## src/logic/word_table_pkg.sv

```systemverilog
/*
  Package for the table push/pop engine: widths, state codes and carrier structs.
  Assumes one 40 MHz clock domain and a word memory with a one-cycle read latency.
*/
package word_table_pkg;

  localparam int unsigned WORD_W = 16;
  localparam int unsigned ADDR_W = 16;
  localparam int unsigned LEN_W = 8;
  localparam logic [LEN_W-1:0] LEN_MAX = 8'hFF;
  localparam logic [ADDR_W-1:0] ADDR_ONE = 16'h0001;
  localparam logic [WORD_W-1:0] WORD_ONE = 16'h0001;
  localparam logic [WORD_W-1:0] WORD_ZERO = 16'h0000;
  localparam int unsigned BUF_DEPTH = 2;

  // Operation selection
  typedef enum logic [0:0] {
    OP_POP = 1'b0,
    OP_PUSH = 1'b1
  } table_op_t;

  typedef enum logic [7:0] {
    ST_IDLE = 8'h01,
    ST_RD_CNT = 8'h02,
    ST_CHECK = 8'h04,
    ST_RD_SRC = 8'h08,
    ST_RD_MOVE = 8'h10,
    ST_WR_MOVE = 8'h20,
    ST_WR_END = 8'h40,
    ST_DONE = 8'h80
  } eng_state_t;

  // One request to the word memory
  typedef struct packed {
    logic rd;
    logic wr;
    logic [ADDR_W-1:0] addr;
    logic [WORD_W-1:0] wdata;
  } mem_req_t;

  // Parameters taken from the accumulator stack and the instruction
  typedef struct packed {
    table_op_t op;
    logic [LEN_W-1:0] length;
    logic [ADDR_W-1:0] base;
    logic [ADDR_W-1:0] operand;
  } op_args_t;

endpackage : word_table_pkg

```

## src/logic/word_table_push_pop_engine.sv

```systemverilog
/*
  Table push/pop engine: once per scan, pops the top table word to a destination word
  or pushes a source word onto the top, keeping the counter word at the table base.
  Assumes a word memory answering a read one cycle later with mem_rvalid_in, taking
  one request per cycle while mem_ready_in is high, and a scan sequencer that pulses
  scan_start_in at a scan's start and scan_end_in at its end.
*/
// Function
// - Pop takes one value out of the table into the destination word.
// - After pop, remaining entries move one place toward the table start.
// - Word at base address is the counter; data starts at base plus one.
// - Each executed pop decreases the counter word by one.
// - Pop with counter zero or above length is skipped and flag set.
// - Operation runs once per scan while the rung enable is true.
// - Operand names pop destination or push source word.
// - Counter outside 1 to length moves no data.
// - Flag set when counter word equals zero after the operation.
// - Flag holds only until next flag-driving operation or end of scan.
// - Entries numbered from top; entries beyond counter stay unmoved.
// - Push copies the source word into the top entry.
// - Push first moves existing entries one place further from start.
// - Each executed push increases the counter word by one.
// - Pushes allowed equal length minus counter; refused at length.
// - Push with counter zero or out of range writes no data.
`timescale 1ns/100ps
`default_nettype none

module word_table_push_pop_engine #(
  parameter int unsigned WORD_W = word_table_pkg::WORD_W,
  parameter int unsigned ADDR_W = word_table_pkg::ADDR_W
) (
  // Clock and reset
  input wire logic ref_clk_in,
  input wire logic rst_n_in,
  // Scan sequencer
  input wire logic scan_start_in,
  input wire logic scan_end_in,
  input wire logic rung_enable_in,
  input wire word_table_pkg::op_args_t args_in,
  output logic done_out,
  output logic table_counter_zero_flag_out,
  // Word memory
  output word_table_pkg::mem_req_t mem_req_out,
  input wire logic mem_ready_in,
  input wire logic mem_rvalid_in,
  input wire logic [WORD_W-1:0] mem_rdata_in
);

  // --------------------------------------------------------------------
  // State
  // --------------------------------------------------------------------
  // Whole engine state, registered once per clock
  typedef struct packed {
    word_table_pkg::eng_state_t st;
    logic ran;
    word_table_pkg::op_args_t args;
    logic [WORD_W-1:0] cnt;
    logic [ADDR_W-1:0] idx;
    logic [WORD_W-1:0] top;
    logic wait_rd;
    logic [1:0] buf_cnt;
    logic [WORD_W-1:0] buf0;
    logic [WORD_W-1:0] buf1;
    logic [1:0] wr_phase;
    word_table_pkg::mem_req_t req;
    logic done;
    logic flag;
  } eng_t;

  eng_t state_reg;
  eng_t state_next;

  // Address of table entry k, counted from the counter word
  function automatic logic [ADDR_W-1:0] entry_addr(input logic [ADDR_W-1:0] base,
                                                    input logic [ADDR_W-1:0] k);
    entry_addr = ADDR_W'(base + k);
  endfunction : entry_addr

  // Decodes the operation code for ST_CHECK and ST_RD_MOVE; other states compare with OP_POP directly
  function automatic logic is_pop(input word_table_pkg::table_op_t op);
    is_pop = (op == word_table_pkg::OP_POP);
  endfunction : is_pop

  // --------------------------------------------------------------------
  // Next state
  // --------------------------------------------------------------------
  logic buf_in_ready;
  logic buf_out_valid;
  logic [WORD_W-1:0] buf_head;
  logic can_issue;
  logic in_range;
  logic buf_push;
  logic buf_pop;

  always_comb begin
    state_next = state_reg;
    state_next.done = 1'b0;
    state_next.req.rd = 1'b0;
    state_next.req.wr = 1'b0;
    // Two-entry buffer between read data and writes
    buf_in_ready = (state_reg.buf_cnt != 2'd2);
    buf_out_valid = (state_reg.buf_cnt != 2'd0);
    buf_head = state_reg.buf0;
    buf_push = mem_rvalid_in && state_reg.wait_rd && buf_in_ready &&
               (state_reg.st == word_table_pkg::ST_WR_MOVE);
    buf_pop = 1'b0;
    can_issue = mem_ready_in || !(state_reg.req.rd || state_reg.req.wr);
    // Counter must lie in 1..length for any data to move
    in_range = (state_reg.cnt != word_table_pkg::WORD_ZERO) &&
               (state_reg.cnt <= WORD_W'(state_reg.args.length));
    // A request stays on the bus until the memory takes it
    if (!can_issue) begin
      state_next.req = state_reg.req;
    end
    if (mem_rvalid_in && state_reg.wait_rd) begin
      state_next.wait_rd = 1'b0;
    end
    // A new scan re-arms the once-per-scan run
    if (scan_start_in) begin
      state_next.ran = 1'b0;
    end
    if (scan_end_in) begin
      state_next.flag = 1'b0;
    end
    unique case (state_reg.st)
      word_table_pkg::ST_IDLE: begin
        // Start needs the rung, a fresh scan and no start strobe this cycle
        if (rung_enable_in && !state_reg.ran && !scan_start_in) begin
          state_next.args = args_in;
          state_next.ran = 1'b1;
          state_next.req.rd = 1'b1;
          state_next.req.addr = args_in.base;
          state_next.wait_rd = 1'b1;
          state_next.st = word_table_pkg::ST_RD_CNT;
        end
      end
      word_table_pkg::ST_RD_CNT: begin
        // Counter word arrives one cycle after its read is taken
        if (mem_rvalid_in && state_reg.wait_rd) begin
          state_next.cnt = mem_rdata_in;
          state_next.st = word_table_pkg::ST_CHECK;
        end
      end
      word_table_pkg::ST_CHECK: begin
        state_next.buf_cnt = 2'd0;
        // Out-of-range counters skip the whole operation and move nothing
        if (!in_range) begin
          state_next.flag = 1'b1;
          state_next.st = word_table_pkg::ST_DONE;
        end else if (!is_pop(state_reg.args.op) &&
                     state_reg.cnt >= WORD_W'(state_reg.args.length)) begin
          state_next.flag = 1'b0;
          state_next.st = word_table_pkg::ST_DONE;
        end else if (can_issue) begin
          state_next.req.rd = 1'b1;
          state_next.wait_rd = 1'b1;
          if (state_reg.args.op == word_table_pkg::OP_POP) begin
            state_next.req.addr = entry_addr(state_reg.args.base,
                                             word_table_pkg::ADDR_ONE);
            state_next.idx = word_table_pkg::ADDR_ONE;
          end else begin
            state_next.req.addr = state_reg.args.operand;
            state_next.idx = ADDR_W'(state_reg.cnt);
          end
          state_next.st = word_table_pkg::ST_RD_SRC;
        end
      end
      word_table_pkg::ST_RD_SRC: begin
        // Popped word or push source waits here until the phase 0 write in ST_WR_END
        if (mem_rvalid_in && state_reg.wait_rd) begin
          state_next.top = mem_rdata_in;
          state_next.st = word_table_pkg::ST_RD_MOVE;
        end
      end
      word_table_pkg::ST_RD_MOVE: begin
        // Pop reads entry idx+1 for slot idx; push reads entry idx for slot idx+1
        if (is_pop(state_reg.args.op) &&
            state_reg.idx >= ADDR_W'(state_reg.cnt)) begin
          state_next.st = word_table_pkg::ST_WR_END;
          state_next.wr_phase = 2'd0;
        end else if (!is_pop(state_reg.args.op) &&
                     state_reg.idx == '0) begin
          state_next.st = word_table_pkg::ST_WR_END;
          state_next.wr_phase = 2'd0;
        end else if (can_issue && buf_in_ready) begin
          state_next.req.rd = 1'b1;
          state_next.wait_rd = 1'b1;
          state_next.req.addr = is_pop(state_reg.args.op) ?
              entry_addr(state_reg.args.base, ADDR_W'(state_reg.idx + 1'b1)) :
              entry_addr(state_reg.args.base, state_reg.idx);
          state_next.st = word_table_pkg::ST_WR_MOVE;
        end
      end
      word_table_pkg::ST_WR_MOVE: begin
        // Read data joins the buffer below; the head leaves as the move write
        if (buf_out_valid && can_issue) begin
          buf_pop = 1'b1;
          state_next.req.wr = 1'b1;
          state_next.req.wdata = buf_head;
          if (state_reg.args.op == word_table_pkg::OP_POP) begin
            state_next.req.addr = entry_addr(state_reg.args.base, state_reg.idx);
            state_next.idx = ADDR_W'(state_reg.idx + 1'b1);
          end else begin
            state_next.req.addr = entry_addr(state_reg.args.base,
                                             ADDR_W'(state_reg.idx + 1'b1));
            state_next.idx = ADDR_W'(state_reg.idx - 1'b1);
          end
          state_next.st = word_table_pkg::ST_RD_MOVE;
        end
      end
      word_table_pkg::ST_WR_END: begin
        // Phase 0 writes the popped word or the push source word, phase 1 the counter, then the flag settles
        if (can_issue) begin
          unique case (state_reg.wr_phase)
            2'd0: begin
              state_next.req.wr = 1'b1;
              if (state_reg.args.op == word_table_pkg::OP_POP) begin
                state_next.req.addr = state_reg.args.operand;
                state_next.req.wdata = state_reg.top;
              end else begin
                state_next.req.addr = entry_addr(state_reg.args.base,
                                                 word_table_pkg::ADDR_ONE);
                state_next.req.wdata = state_reg.top;
              end
              state_next.wr_phase = 2'd1;
            end
            2'd1: begin
              state_next.req.wr = 1'b1;
              state_next.req.addr = state_reg.args.base;
              if (state_reg.args.op == word_table_pkg::OP_POP) begin
                state_next.cnt = WORD_W'(state_reg.cnt - word_table_pkg::WORD_ONE);
                state_next.req.wdata = WORD_W'(state_reg.cnt - word_table_pkg::WORD_ONE);
              end else begin
                state_next.cnt = WORD_W'(state_reg.cnt + word_table_pkg::WORD_ONE);
                state_next.req.wdata = WORD_W'(state_reg.cnt + word_table_pkg::WORD_ONE);
              end
              state_next.wr_phase = 2'd2;
            end
            default: begin
              state_next.flag = (state_reg.cnt == word_table_pkg::WORD_ZERO);
              state_next.st = word_table_pkg::ST_DONE;
            end
          endcase
        end
      end
      word_table_pkg::ST_DONE: begin
        // Done only once the last write has been taken
        if (can_issue) begin
          state_next.done = 1'b1;
          state_next.st = word_table_pkg::ST_IDLE;
        end
      end
      default: begin
        state_next.st = word_table_pkg::ST_IDLE;
      end
    endcase
    // Two-entry buffer between read data and move writes, so a stall loses no word
    if (buf_pop) begin
      state_next.buf0 = state_reg.buf1;
    end
    if (buf_push) begin
      if (state_reg.buf_cnt == 2'd0 || (buf_pop && state_reg.buf_cnt == 2'd1)) begin
        state_next.buf0 = mem_rdata_in;
      end else begin
        state_next.buf1 = mem_rdata_in;
      end
    end
    if (buf_push && !buf_pop) begin
      state_next.buf_cnt = 2'(state_reg.buf_cnt + 2'd1);
    end else if (buf_pop && !buf_push) begin
      state_next.buf_cnt = 2'(state_reg.buf_cnt - 2'd1);
    end
    if (scan_end_in && state_reg.st == word_table_pkg::ST_IDLE) begin
      state_next.flag = 1'b0;
    end
  end

  // --------------------------------------------------------------------
  // Registers
  // --------------------------------------------------------------------
  always_ff @(posedge ref_clk_in or negedge rst_n_in) begin
    // Reset leaves the engine idle with every output low
    if (!rst_n_in) begin
      state_reg <= '{st: word_table_pkg::ST_IDLE, default: '0};
    end else begin
      state_reg <= state_next;
    end
  end

  // --------------------------------------------------------------------
  // Outputs
  // --------------------------------------------------------------------
  assign done_out = state_reg.done;
  assign table_counter_zero_flag_out = state_reg.flag;
  assign mem_req_out = state_reg.req;

endmodule : word_table_push_pop_engine

`default_nettype wire

```

## config.mk

```make
export PLATFORM = sky130hd
export DESIGN_NAME = word_table_push_pop_engine
export DESIGN_NICKNAME = d
export VERILOG_FILES = /design/src/logic/word_table_pkg.sv /design/src/logic/word_table_push_pop_engine.sv
export SDC_FILE = /design/constraint.sdc
export NUM_CORES = 1
export LEC_CHECK = 0
export BUFFER_PORTS_ARGS = -buffer_cell sky130_fd_sc_hd__buf_2
export CORE_AREA = 2 2 159 161
export CTS_BUF_LIST = sky130_fd_sc_hd__clkbuf_8
export DETAILED_ROUTE_END_ITERATION = 10
export DIE_AREA = 0 0 161 163
export PLACE_DENSITY = 0.72
export SYNTH_ARGS = -nofsm -noshare
export SYNTH_HDL_FRONTEND = slang
export SYNTH_SLANG_ARGS = --single-unit
```

## constraint.sdc

```tcl
create_clock -name ref_clk_in -period 7.3 [get_ports ref_clk_in]
set_input_delay 1.46 -clock ref_clk_in [delete_from_list [all_inputs] [get_ports ref_clk_in]]
set_output_delay 1.46 -clock ref_clk_in [all_outputs]
set_load 0.005 [all_outputs]
```

=== Word-level counts from Yosys, hierarchy flattened ===
Cells that the tools add are included.

* Register bits: 171
* Logic and storage cells: 187
* Output and inout port bits: 36

* Bitwise logic cells: 2
* Multiplexer cells: 86
* Add/sub/neg operators: 9
* Reduce and logical (&&, ||, !) cells: 41
* $lt $le $gt $ge: 3
* Equality and inequality tests: 26

{| class="wikitable"
|+ Operator list
! cell !! count
|-
| 2-to-1 mux 16 bit || 23
|-
| 2-to-1 mux 8 bit || 12
|-
| one-hot mux 16 bit (2 select lines) || 3
|-
| one-hot mux 16 bit (5 select lines) || 1
|-
| 2-to-1 mux 33 bit || 2
|-
| one-hot mux 33 bit (2 select lines) || 1
|-
| 2-to-1 mux 32 bit || 2
|-
| one-hot mux 8 bit (8 select lines) || 1
|-
| 2-to-1 mux 50 bit || 1
|-
| adder 16 x 1 -> 16 bit, second input constant || 3
|-
| 2-to-1 mux 42 bit || 1
|-
| 2-to-1 mux 34 bit || 1
|-
| adder 16 bit || 2
|-
| zero test 16 bit || 2
|-
| subtractor 16 x 1 -> 16 bit, second input constant || 2
|-
| 2-to-1 mux 1 bit || 26
|-
| != test 2 bit, second input constant || 10
|-
| greater-or-equal comparator 16 bit || 1
|-
| greater-or-equal comparator 16 x 8 -> 1 bit || 1
|-
| <= comparator 16 x 8 -> 1 bit || 1
|-
| nonzero test 16 bit || 1
|-
| logical AND 1 bit || 15
|-
| 2-to-1 mux 2 bit || 6
|-
| AND reduction 9 bit || 1
|-
| other kinds (28) || 48
|}

=== Logic depth before layout (Yosys ltp) ===
Gate-level depths: netlist (run 1).

* Depth after elaboration: 10
* Gate-level depth with buffers: 15
* Gate-level depth less buffers: 14

=== Least setup slack after synthesis (run 1) ===
Ideal clock, no wire load.

* Path kind: reg2reg
* Start: register state_reg[161] in the netlist's numbering
* End: register state_reg, in the netlist mem_req_out[15]
* Path slack: 3.462 ns
* Path buffers: 2
* Arrival: 3.708 ns
* Clock period less this slack: 3.838 ns
* Cell stages (with the launch flop): 13
* Required time: 7.170 ns
* Cells stage by stage: dfrtp_1 clkbuf_1 inv_2 buf_1 ha_1 a21o_1 a2111oi_0 a2bb2oi_1 o21ai_0 o41ai_1 xor2_1 a222oi_1 a21oi_1

* Word-level cells in the longest chain between the ends: 4

{| class="wikitable"
|+ RTL lines
! what !! line !! text
|-
| from (decl) || word_table_push_pop_engine.sv:70 || <nowiki>eng_t state_reg;</nowiki>
|-
| from (signal assigned) || word_table_push_pop_engine.sv:286 || <nowiki>state_reg <= state_next;</nowiki>
|-
| 2-to-1 mux 16 bit || word_table_push_pop_engine.sv:230 || <nowiki>if (state_reg.args.op == word_table_pkg::OP_POP) begin</nowiki>
|-
| one-hot mux 33 bit (2 select lines) || word_table_push_pop_engine.sv:214 || <nowiki>unique case (state_reg.wr_phase)</nowiki>
|-
| 2-to-1 mux 33 bit || word_table_push_pop_engine.sv:213 || <nowiki>if (can_issue) begin</nowiki>
|-
| one-hot mux 16 bit (2 select lines) || word_table_push_pop_engine.sv:125 || <nowiki>unique case (state_reg.st)</nowiki>
|}

No other way between the ends.
A chain may end at the register's enable or synchronous reset.

=== Worst setup path in the final report (run 1) ===
Same ends and word-level chain as after synthesis.

==> impl_metrics.json, run 1 <==
{
  "largest_register_ffs": 119,
  "max-clock-path-buffers": 2,
  "hold_viol_final": 0,
  "timing.hold.worst.class": "flip-flop to flip-flop",
  "timing.setup.critical_path_class": "flip-flop to flip-flop",
  "synth_seq_cells": 171,
  "grt_first_pass_wirelength_mm": 58.8,
  "die_y_um": 163,
  "vdd_drop_max_mv": 0.188,
  "floorplan.initialDensity_pct": 51.6,
  "synth_area_sq_mm": 0.0127,
  "cts-htree-levels": 4,
  "placementRows": 58,
  "post_drt_via_cell_ratio": 6.24,
  "cts_hold_repair.buffers": 0,
  "post-layout-total-power_mw": 4.74,
  "drt_pre_antenna_iters": 8,
  "synth_cell_type_count": 83,
  "grt_remaining_overflow": 0,
  "power.density_mw_per_mm2": 347,
  "fin_worst_skew_ns": 0.0233,
  "clock_tree_from_tritoncts": "yes",
  "setup_viol": 0,
  "grt_setup_unrepaired": "false",
  "crit_path_start_kind": "flip-flop",
  "ys_top_cells_by_area": "sky130_fd_sc_hd__dfrtp_1 (33%), sky130_fd_sc_hd__ha_1 (9.0%), sky130_fd_sc_hd__mux2_2 (7.2%), sky130_fd_sc_hd__a21oi_1 (5.5%), sky130_fd_sc_hd__o21ai_0 (3.5%)",
  "n_antenna_cell": 0,
  "layout_min_cycle_time_ns": 3.93,
  "post_cts.repair.setup_buffers": 0,
  "share_of_flip_flops_with_an_asynchronous_set_or_reset_pct": 100,
  "number_of_antenna_violations_at_the_first_check_in_global_routing": 0,
  "placeableCoreArea_sq_mm": 0.0247,
  "pin_count_of_the_biggest_net_entering_global_routing": 94,
  "cts.repair.resized": 0,
  "period_share_pct": 53.9,
  "worst_skew_pair.late_latency_ns": 0.50,
  "globalRouteTotalUtil_pct": 28.4,
  "status": "completed",
  "cap_viol_max_count": 0,
  "timing_max_transition_violations_final": 0,
  "vias_in_the_first_global_route": 10700,
  "gp_congestion": 0.959,
  "synth_largest_area_cell": "sky130_fd_sc_hd__dfrtp_1",
  "critical_path.max_fanout": 41,
  "first_iter_violations": 996,
  "instances_no_fill": 1798,
  "yosys_warnings": 0,
  "timing.critical_path.arrival_ns": 4.30,
  "drive_above_1_share_pct": 17.8,
  "path_clk_slew_ns": 0.12,
  "synth.net_count": 1590,
  "cell_at_the_root_of_the_clock_tree": "sky130_fd_sc_hd__clkbuf_8",
  "place.port_buffers": 99,
  "floorplan.io_pins": 100,
  "final_net_count": 1614,
  "synth.top_cell.area_share_pct": 33.4,
  "max_slew.worst_pin.slew_ns": 1.28,
  "synth_area_per_cell_sq_um": 8.90,
  "route.antenna.remaining_nets": 0,
  "chip_width_um": 161,
  "number_of_filler_cells_placed_in_the_layout": 2239,
  "totalNegativeSetupSlack_ns": 0,
  "dp.cells": 1766,
  "yosys.cell_count.top_type": "sky130_fd_sc_hd__dfrtp_1",
  "dp.final_hpwl_mm": 27.4,
  "post_synth_edffs": 0,
  "dr_total_vias": 11200,
  "flow.area_growth_from_synthesis_pct": 7.26,
  "routed_wl_mm": 37.2,
  "netlist_instances": 1431,
  "dominantRegCellSynth": "sky130_fd_sc_hd__dfrtp_1",
  "crit_required_ns": 7.66,
  "highest_clock_rate_mhz": 254,
  "relSlewSlack_pct": 13.8,
  "yosys-top-cells-count": "sky130_fd_sc_hd__dfrtp_1 (170), sky130_fd_sc_hd__a21oi_1 (139), sky130_fd_sc_hd__nor2_1 (117)",
  "critical_path.endpoint_type": "flip-flop",
  "remaining_drc_errors": 0,
  "seq_area_frac_synth_pct": 33.6,
  "floorplan.die_area_sq_mm": 0.0262,
  "cts.sinks": 171,
  "p_leak_nw": 6.14,
  "cts_buffers": 17,
  "routed_wire_length_per_instance_um": 20.7
}
## final cells by class
type	instances	area, sq um	share of cell area (%)
Multi-Input combinational cell	1097	7710	56.4
Clock buffer	17	234	1.71
Timing Repair Buffer	113	607	4.44
Inverter	55	206	1.51
Sequential cell	171	4280	31.3
Tap cell	330	413	3.02
Clock inverter	15	215	1.57
## metrics by stage
| stage | utilization (%) | setup WS (ns) | cell area [sq um] | hold WS, ns |
|---|---|---|---|---|
| 2_1_floorplan | - | 3.46 | 12700 | 0.460 |
| 3_5_place_dp | 53.6 | 3.42 | 13200 | 0.483 |
| 6_report | 55.4 | 3.37 | 13700 | 0.505 |
| 5_1_grt | 55.4 | 3.08 | 13700 | 0.532 |
| 3_3_place_gp | 53.6 | 3.53 | 13200 | 0.474 |
| 4_1_cts | 55.4 | 3.40 | 13700 | 0.509 |
## cells by family (layout without fill, tap and decap cells)
kind of cell	after synthesis	after routing	synth area share, %
xor+xnor	70	70	4.81
simple gates	396	396	15.0
fa+ha+maj	95	95	9.51
buf+inv	163	200	6.08
mux	119	119	10.2
compound gates	417	417	20.8
flops	171	171	33.6
## worst max-delay path, cell delays in order, from the launching register on
cell                        delay (ns)
sky130_fd_sc_hd__dfrtp_4          0.64
sky130_fd_sc_hd__inv_2            0.60
sky130_fd_sc_hd__ha_1             0.42
sky130_fd_sc_hd__a21o_1           0.22
sky130_fd_sc_hd__a2111oi_0        0.60
sky130_fd_sc_hd__a2bb2oi_1        0.22
sky130_fd_sc_hd__o21ai_0          0.13
sky130_fd_sc_hd__o41ai_1          0.35
sky130_fd_sc_hd__xor2_1           0.15
sky130_fd_sc_hd__a222oi_1         0.35
sky130_fd_sc_hd__a21oi_1          0.11
## worst paths after layout
check                                            start                          end  slack (ns)  cells after the start
setup / recovery            state_reg[161]$_DFFE_PN0P_  mem_req_out[15]$_DFFE_PN0P_        3.37                     10
max in group asynchronous                     rst_n_in   state_reg[169]$_DFFE_PN0P_        4.62                      2
hold / removal             mem_req_out[23]$_DFFE_PN0P_  mem_req_out[23]$_DFFE_PN0P_        0.51                      1
setup reg to reg            state_reg[161]$_DFFE_PN0P_  mem_req_out[15]$_DFFE_PN0P_        3.37                     10
min in group asynchronous                     rst_n_in  mem_req_out[26]$_DFFE_PN0P_        1.05                      1
hold reg to reg            mem_req_out[23]$_DFFE_PN0P_  mem_req_out[23]$_DFFE_PN0P_        0.51                      1
## power by group
| part | internal, mW | total, mW | switching, mW |
|---|---|---|---|
| clock | 0.284 | 0.755 | 0.471 |
| combinational | 1.04 | 2.44 | 1.40 |
| sequential | 1.17 | 1.55 | 0.375 |
| total | 2.50 | 4.74 | 2.24 |
## layer usage
layer / GRT usage [%] / share of wire [%] / wire (um) / vias to the layer above
li1: - / - / - / 5247
met1: 36.7 / 42 / 15600 / 5380
met2: 48.0 / 48 / 17800 / 493
met3: 4.28 / 6.7 / 2500 / 97
met4: 11.2 / 3.6 / 1340 / 0
met5: 0 / 0 / 0 / -
## layout by cell type, fill, tap and decap left out, drive strengths merged, types with 8 or more instances in the layout
cell type / netlist / routed
clkbuf: 48 / 17
a211oi: 21 / 21
a31oi: 9 / 9
nand3: 38 / 38
mux2i: 37 / 37
buf: 60 / 113
nand2b: 11 / 11
xnor2: 44 / 44
o211ai: 8 / 8
a21oi: 139 / 139
and3: 9 / 9
nand4: 13 / 13
nor3: 16 / 16
o21bai: 8 / 8
o21a: 9 / 9
xor2: 26 / 26
a22oi: 14 / 14
nor2: 119 / 119
inv: 55 / 67
nand2: 115 / 115
a221oi: 14 / 14
or2: 12 / 12
nor2b: 13 / 13
dfrtp: 170 / 170
o21ai: 93 / 93
ha: 92 / 92
a21o: 19 / 19
o22ai: 21 / 21
mux2: 82 / 82
nor4: 16 / 16
Power figures use the tool's default switching activity.
==> inputs of run 2 (changes only) <==
--- a/config.mk
+++ b/config.mk
@@ -10,7 +10,7 @@
 export CTS_BUF_LIST = sky130_fd_sc_hd__clkbuf_8
 export DETAILED_ROUTE_END_ITERATION = 10
 export DIE_AREA = 0 0 161 163
-export PLACE_DENSITY = 0.72
+export PLACE_DENSITY = 0.74
 export SYNTH_ARGS = -nofsm -noshare
 export SYNTH_HDL_FRONTEND = slang
 export SYNTH_SLANG_ARGS = --single-unit
==> constraint.sdc (replaced) <==
create_clock -name ref_clk_in -period 3.3 [get_ports ref_clk_in]
set_input_delay 0.66 -clock ref_clk_in [delete_from_list [all_inputs] [get_ports ref_clk_in]]
set_output_delay 0.66 -clock ref_clk_in [all_outputs]
set_load 0.005 [all_outputs]
==> run 2 against run 1 <==
Effect of this change: utilization grew 2.6 points; routed wire length up 4.0%; clock power up 120%; power rose by 130%; hold slack lost 0.40 ns; non-clock buffer count increased by 69; critical path type unchanged; largest power group unchanged; highest routed layer unchanged.
==> impl_metrics.json, run 2 (synthesis gave the netlist of run 1 again) <==
{
  "status": "completed",
  "floorplan.io_pins": 100,
  "cap_viol_max_count": 0,
  "cell_at_the_root_of_the_clock_tree": "sky130_fd_sc_hd__clkbuf_8",
  "drt_pre_antenna_iters": 6,
  "routing_usage_on_met3_pct": 4.79,
  "timing_max_transition_violations_final": 0,
  "die_y_um": 163,
  "post_cts.repair.setup_buffers": 0,
  "grt_util_met1_pct": 36.9,
  "clock_tree_from_tritoncts": "yes",
  "first_iter_violations": 1001,
  "number_of_filler_cells_placed_in_the_layout": 2201,
  "pin_count_of_the_biggest_net_entering_global_routing": 106,
  "p_leak_nw": 6.50,
  "cts.sinks": 171,
  "place.port_buffers": 99,
  "drive_above_1_share_pct": 22.1,
  "remaining_drc_errors": 0,
  "path_clk_slew_ns": 0.13,
  "critical_path.max_fanout": 4,
  "crit_required_ns": 3.71,
  "totalNegativeSetupSlack_ns": 0,
  "cts_buffers": 17,
  "grt_setup_unrepaired": "true",
  "routed_wl_mm": 38.6,
  "route.antenna.remaining_nets": 0,
  "grt_first_pass_wirelength_mm": 60.8,
  "gp_congestion": 0.993,
  "timing.hold.worst.class": "input port to asynchronous set/reset pin",
  "n_antenna_cell": 0,
  "largest_register_ffs": 119,
  "timing.critical_path.arrival_ns": 3.54,
  "dpl-instance-area_sq_mm": 0.0138,
  "cts-htree-levels": 4,
  "highest_clock_rate_mhz": 319,
  "grt_remaining_overflow": 0,
  "grt.met2_usage_pct": 50.6,
  "number_of_antenna_violations_at_the_first_check_in_global_routing": 0,
  "floorplan.initialDensity_pct": 51.6,
  "crit_path_start_kind": "flip-flop",
  "max_slew.worst_pin.slew_ns": 0.775,
  "floorplan.die_area_sq_mm": 0.0262,
  "dp.final_hpwl_mm": 29.0,
  "flow.area_growth_from_synthesis_pct": 12.2,
  "critical_path.endpoint_type": "flip-flop",
  "chip_width_um": 161,
  "placementRows": 58,
  "dp.cells": 1835,
  "period_share_pct": 94.8,
  "worst_skew_pair.late_latency_ns": 0.49,
  "grt-busiest-layer": "met2",
  "placeableCoreArea_sq_mm": 0.0247,
  "finalInstanceArea_sq_mm": 0.0143,
  "layout_common_cells": "sky130_fd_sc_hd__dfrtp_1 (169), sky130_fd_sc_hd__a21oi_1 (137), sky130_fd_sc_hd__nor2_1 (116)",
  "setup_viol": 0,
  "routed_wire_length_per_instance_um": 20.7,
  "power.density_mw_per_mm2": 768,
  "relSlewSlack_pct": 47.9,
  "post-layout-total-power_mw": 11.0,
  "hold_viol_final": 0,
  "vdd_drop_max_mv": 0.551,
  "max-clock-path-buffers": 2,
  "vias_in_the_first_global_route": 11200,
  "multi_input_comb_area_sq_mm": 0.00776,
  "timing.setup.critical_path_class": "flip-flop to flip-flop",
  "post_drt_via_cell_ratio": 6.22,
  "mostFrequentLayoutCell": "sky130_fd_sc_hd__dfrtp_1",
  "globalRouteTotalUtil_pct": 29.3,
  "layout_min_cycle_time_ns": 3.13,
  "instances_no_fill": 1867,
  "final_net_count": 1683,
  "fin_worst_skew_ns": 0.0263,
  "dr_total_vias": 11600,
  "register_area_sq_mm": 0.00428
}
-- run 2: changes by cell type in the layout (fill, tap and decap cells not counted), sizes merged --
cell,change
buf,+69
clkinv,+4
inv,-4
-- run 2: what timing repair did --
action	in CTS	in global routing
setup endpoints to repair	0	5
hold buffers	0	0
resized for setup	0	11
-- run 2: final timing paths --
path | slack (ns) | cells past startpoint | start | end
max | 0.17 | 14 | state_reg[89]$_DFFE_PN0P_ | mem_req_out[31]$_DFFE_PN0P_
min | 0.11 | 1 | rst_n_in | state_reg[149]$_DFFE_PN0P_
max reg2reg | 0.17 | 14 | state_reg[89]$_DFFE_PN0P_ | mem_req_out[31]$_DFFE_PN0P_
min reg2reg | 0.51 | 1 | mem_req_out[27]$_DFFE_PN0P_ | mem_req_out[27]$_DFFE_PN0P_
max in group asynchronous | 2.28 | 2 | rst_n_in | mem_req_out[7]$_DFFE_PN0P_
min in group ref_clk_in | 0.36 | 2 | scan_start_in | state_reg[162]$_DFF_PN0_
-- run 2: through the flow --
stage	setup slack (ns)	utilization (%)	hold slack (ns)
global route	-0.0323	58.0	0.147
floorplan	0.0126	-	0.364
finish	0.170	58.0	0.109
detailed placement	0.0415	55.9	0.486
global placement	0.199	55.9	0.475
CTS	0.00997	57.8	0.147
-- run 2: report_power, final --
group          total [mW]  internal, mW  switching [mW]
Combinational        6.04          2.62            3.42
Sequential           3.26          2.59           0.666
Clock                1.69         0.621            1.06
-- run 2: routing by layer --
layer | vias to the layer above | share of wire, %
met5 | - | 0
met4 | 0 | 4.0
met3 | 105 | 7.2
met2 | 565 | 48
met1 | 5574 | 41
li1 | 5368 | -
-- run 2: area by class of cell --
cell class	instances	share of cell area [%]
Multi-Input combinational cell	1097	54.2
Inverter	55	1.44
Timing Repair Buffer	182	8.30
Sequential cell	171	30.0
Tap cell	330	2.89
Clock buffer	17	1.64
Clock inverter	15	1.54
-- run 2: worst max-delay path: stages (launching register included) --
cell and delay (ns):
sky130_fd_sc_hd__dfrtp_1 0.41, sky130_fd_sc_hd__ha_1 0.23, sky130_fd_sc_hd__nand3_1 0.13, sky130_fd_sc_hd__nor3_2 0.23
sky130_fd_sc_hd__and4_1 0.26, sky130_fd_sc_hd__xor2_2 0.19, sky130_fd_sc_hd__ha_1 0.26, sky130_fd_sc_hd__nand2_1 0.09
sky130_fd_sc_hd__nor2_1 0.06, sky130_fd_sc_hd__a211oi_1 0.25, sky130_fd_sc_hd__o31ai_2 0.15, sky130_fd_sc_hd__a2111oi_2 0.38
sky130_fd_sc_hd__a41o_1 0.14, sky130_fd_sc_hd__o21ai_0 0.09, sky130_fd_sc_hd__a31oi_1 0.17
==> inputs of run 3 (changes only) <==
--- a/config.mk
+++ b/config.mk
@@ -10,7 +10,7 @@
 export CTS_BUF_LIST = sky130_fd_sc_hd__clkbuf_8
 export DETAILED_ROUTE_END_ITERATION = 10
 export DIE_AREA = 0 0 161 163
-export PLACE_DENSITY = 0.74
+export PLACE_DENSITY = 0.73
 export SYNTH_ARGS = -nofsm -noshare
 export SYNTH_HDL_FRONTEND = slang
 export SYNTH_SLANG_ARGS = --single-unit
==> run 3 against run 2 <==
Effect of this change: sequential power barely moved; power shrank 0.69%; worst setup slack worse by 0.023 ns; global-route usage grew 0.51 points; combinational power hardly changed; fmax shrank 0.73%; via count decreased by 0.92%; final cell count up 0.32%; cell area is 0.62% higher; largest cell class unchanged.
==> impl_metrics.json, run 3 (synthesis gave the netlist of run 1 again) <==
{
  "status": "completed",
  "place.port_buffers": 99,
  "highest_metal_layer_with_signal_wires": "met4",
  "period_share_pct": 95.5,
  "highest_clock_rate_mhz": 317,
  "setup_viol": 0,
  "timing.setup.critical_path_class": "flip-flop to flip-flop",
  "setup_ws_ns": 0.147,
  "die_y_um": 163,
  "placeableCoreArea_sq_mm": 0.0247,
  "dp.final_hpwl_mm": 29.2,
  "final_net_count": 1689,
  "mostFrequentLayoutCell": "sky130_fd_sc_hd__dfrtp_1",
  "post_cts.repair.setup_buffers": 0,
  "clock_tree_from_tritoncts": "yes",
  "vdd_drop_max_mv": 0.635,
  "cell_at_the_root_of_the_clock_tree": "sky130_fd_sc_hd__clkbuf_8",
  "post_drt_via_cell_ratio": 6.14,
  "timing_max_transition_violations_final": 0,
  "cts_hold_repair.buffers": 0,
  "switchingPower_mw": 5.08,
  "cts_buffers": 17,
  "cts.sinks": 171,
  "gp_congestion": 0.975,
  "cap_viol_max_count": 0,
  "layout_min_cycle_time_ns": 3.15,
  "grt_setup_unrepaired": "true",
  "route.met2.wl_mm": 18.5,
  "routed_wire_length_per_instance_um": 20.7,
  "crit_path_max_incr_delay_ns": 0.41,
  "power.share.clock_pct": 15.2,
  "cts-htree-levels": 4,
  "r2r_cells": 13,
  "max-clock-path-buffers": 2,
  "globalRouteTotalUtil_pct": 29.8,
  "route.antenna.remaining_nets": 0,
  "max_slew.worst_pin.slew_ns": 0.822,
  "grt_remaining_overflow": 0,
  "cp_num_buf_inv": 3,
  "wl_met1_mm": 16.7,
  "relSlewSlack_pct": 44.6,
  "floorplan.die_area_sq_mm": 0.0262,
  "worst_skew_pair.late_latency_ns": 0.49,
  "path_clk_slew_ns": 0.11,
  "floorplan.initialDensity_pct": 51.6,
  "crit_required_ns": 3.71,
  "pin_count_of_the_biggest_net_entering_global_routing": 77,
  "critical_path.max_fanout": 7,
  "critical-path-slowest-cell": "sky130_fd_sc_hd__a2111oi_1",
  "wl_met3_mm": 2.19,
  "r2r_slack_ns": 0.15,
  "cell_internal_pwr_mw": 5.82,
  "drt_pre_antenna_iters": 8,
  "share_of_total_power_consumed_by_net_switching_pct": 46.6,
  "hold_ws_ns": 0.124,
  "critical_path.endpoint_type": "flip-flop",
  "rr_startpoint": "state_reg[90]$_DFFE_PN0P_",
  "timing.critical_path.from": "state_reg[90]$_DFFE_PN0P_",
  "n_antenna_cell": 0,
  "power.share.combinational_pct": 55.2,
  "cpLargestDelayFamily": "compound AO/OA/AOI/OAI gates",
  "preCtsSetupSlack_ns": 0.0270,
  "power.density_mw_per_mm2": 758,
  "cp_num_cells": 13,
  "drive_above_1_share_pct": 22.7,
  "hold_viol_final": 0,
  "vias_in_the_first_global_route": 11100,
  "post-layout-total-power_mw": 10.9,
  "worstPathCellList": "buf_4 -> inv_1 -> ha_1 -> buf_4 -> ha_1 -> a211oi_1 -> o211ai_1 -> a41oi_2 -> o31ai_2 -> a2111oi_1 -> a41o_1 -> o21ai_0 -> a31oi_1",
  "critical_path.reg2reg.endpoint": "mem_req_out[31]$_DFFE_PN0P_",
  "p_leak_nw": 6.54,
  "remaining_drc_errors": 0,
  "flow.area_growth_from_synthesis_pct": 12.9,
  "crit_path_start_kind": "flip-flop",
  "layout_common_cells": "sky130_fd_sc_hd__dfrtp_1 (168), sky130_fd_sc_hd__a21oi_1 (138), sky130_fd_sc_hd__nor2_1 (115)",
  "routed_wl_mm": 38.8,
  "fin_worst_skew_ns": 0.0216,
  "floorplan.io_pins": 100,
  "number_of_antenna_violations_at_the_first_check_in_global_routing": 0,
  "seq_power_share_pct": 29.6,
  "first_iter_violations": 1170,
  "timing.hold.worst.class": "input port to asynchronous set/reset pin",
  "placementRows": 58,
  "totalNegativeSetupSlack_ns": 0,
  "grt_first_pass_wirelength_mm": 61.2,
  "chip_width_um": 161,
  "instances_no_fill": 1873,
  "dr_total_vias": 11500,
  "largest_register_ffs": 119,
  "crit_path_end": "mem_req_out[31]$_DFFE_PN0P_",
  "timing.critical_path.arrival_ns": 3.56,
  "dp.cells": 1841
}
-- run 3: changes by cell type in the layout (fill, tap and decap cells not counted), sizes merged --
cell	previous run	this run
buf	182	188
-- run 3: layer usage --
metal	track usage, %	up-vias
met5	0	-
met4	11.8	0
met3	3.97	85
met2	50.3	446
met1	39.0	5592
li1	-	5382
-- run 3: worst min path at each step --
stage | to | cells past startpoint
6_report | mem_req_out[26]$_DFFE_PN0P_ | 1
3_5_place_dp | mem_req_out[27]$_DFFE_PN0P_ | 1
3_3_place_gp | mem_req_out[27]$_DFFE_PN0P_ | 1
2_1_floorplan | buf_head[0]$_DFF_PN0_ | 0
5_1_grt | mem_req_out[26]$_DFFE_PN0P_ | 1
4_1_cts | mem_req_out[26]$_DFFE_PN0P_ | 1
-- run 3: per-stage QoR --
| step | instance area, sq um | utilization, % |
|---|---|---|
| after floorplan | 12700 | - |
| after global placement | 13900 | 56.2 |
| after detailed placement | 13900 | 56.2 |
| after CTS | 14300 | 58.1 |
| after global routing | 14400 | 58.3 |
| final | 14400 | 58.3 |
-- run 3: worst register-to-register path, cell delays in order (launching register included) --
cell                        delay [ns]
sky130_fd_sc_hd__dfrtp_1          0.37
sky130_fd_sc_hd__buf_4            0.17
sky130_fd_sc_hd__inv_1            0.08
sky130_fd_sc_hd__ha_1             0.31
sky130_fd_sc_hd__buf_4            0.16
sky130_fd_sc_hd__ha_1             0.28
sky130_fd_sc_hd__a211oi_1         0.33
sky130_fd_sc_hd__o211ai_1         0.20
sky130_fd_sc_hd__a41oi_2          0.27
sky130_fd_sc_hd__o31ai_2          0.13
sky130_fd_sc_hd__a2111oi_1        0.41
sky130_fd_sc_hd__a41o_1           0.14
sky130_fd_sc_hd__o21ai_0          0.07
sky130_fd_sc_hd__a31oi_1          0.16
-- run 3: cell type report --
type	count	area, sq um
fill	2195	10300
clock buffer	17	234
clock inverter	15	216
timing repair buffer	188	1260
inverter	55	206
sequential	171	4290
tap	330	413
multi-input combinational	1097	7780
-- run 3: timing repair --
action                                  CTS  global route
resized for setup                         1            15
pin swaps                                 0             2
endpoints found under the setup margin    1            15
gates cloned                              0             0
-- run 3: power by group through the flow --
stage / Combinational [mW] / Sequential, mW / Clock [mW]
floorplan: 4.31 / 3.04 / 0
global placement: 5.76 / 3.22 / 0
detailed placement: 5.87 / 3.23 / 0
CTS: 5.92 / 3.20 / 1.68
global route: 6.66 / 3.27 / 1.76
finish: 6.02 / 3.23 / 1.66
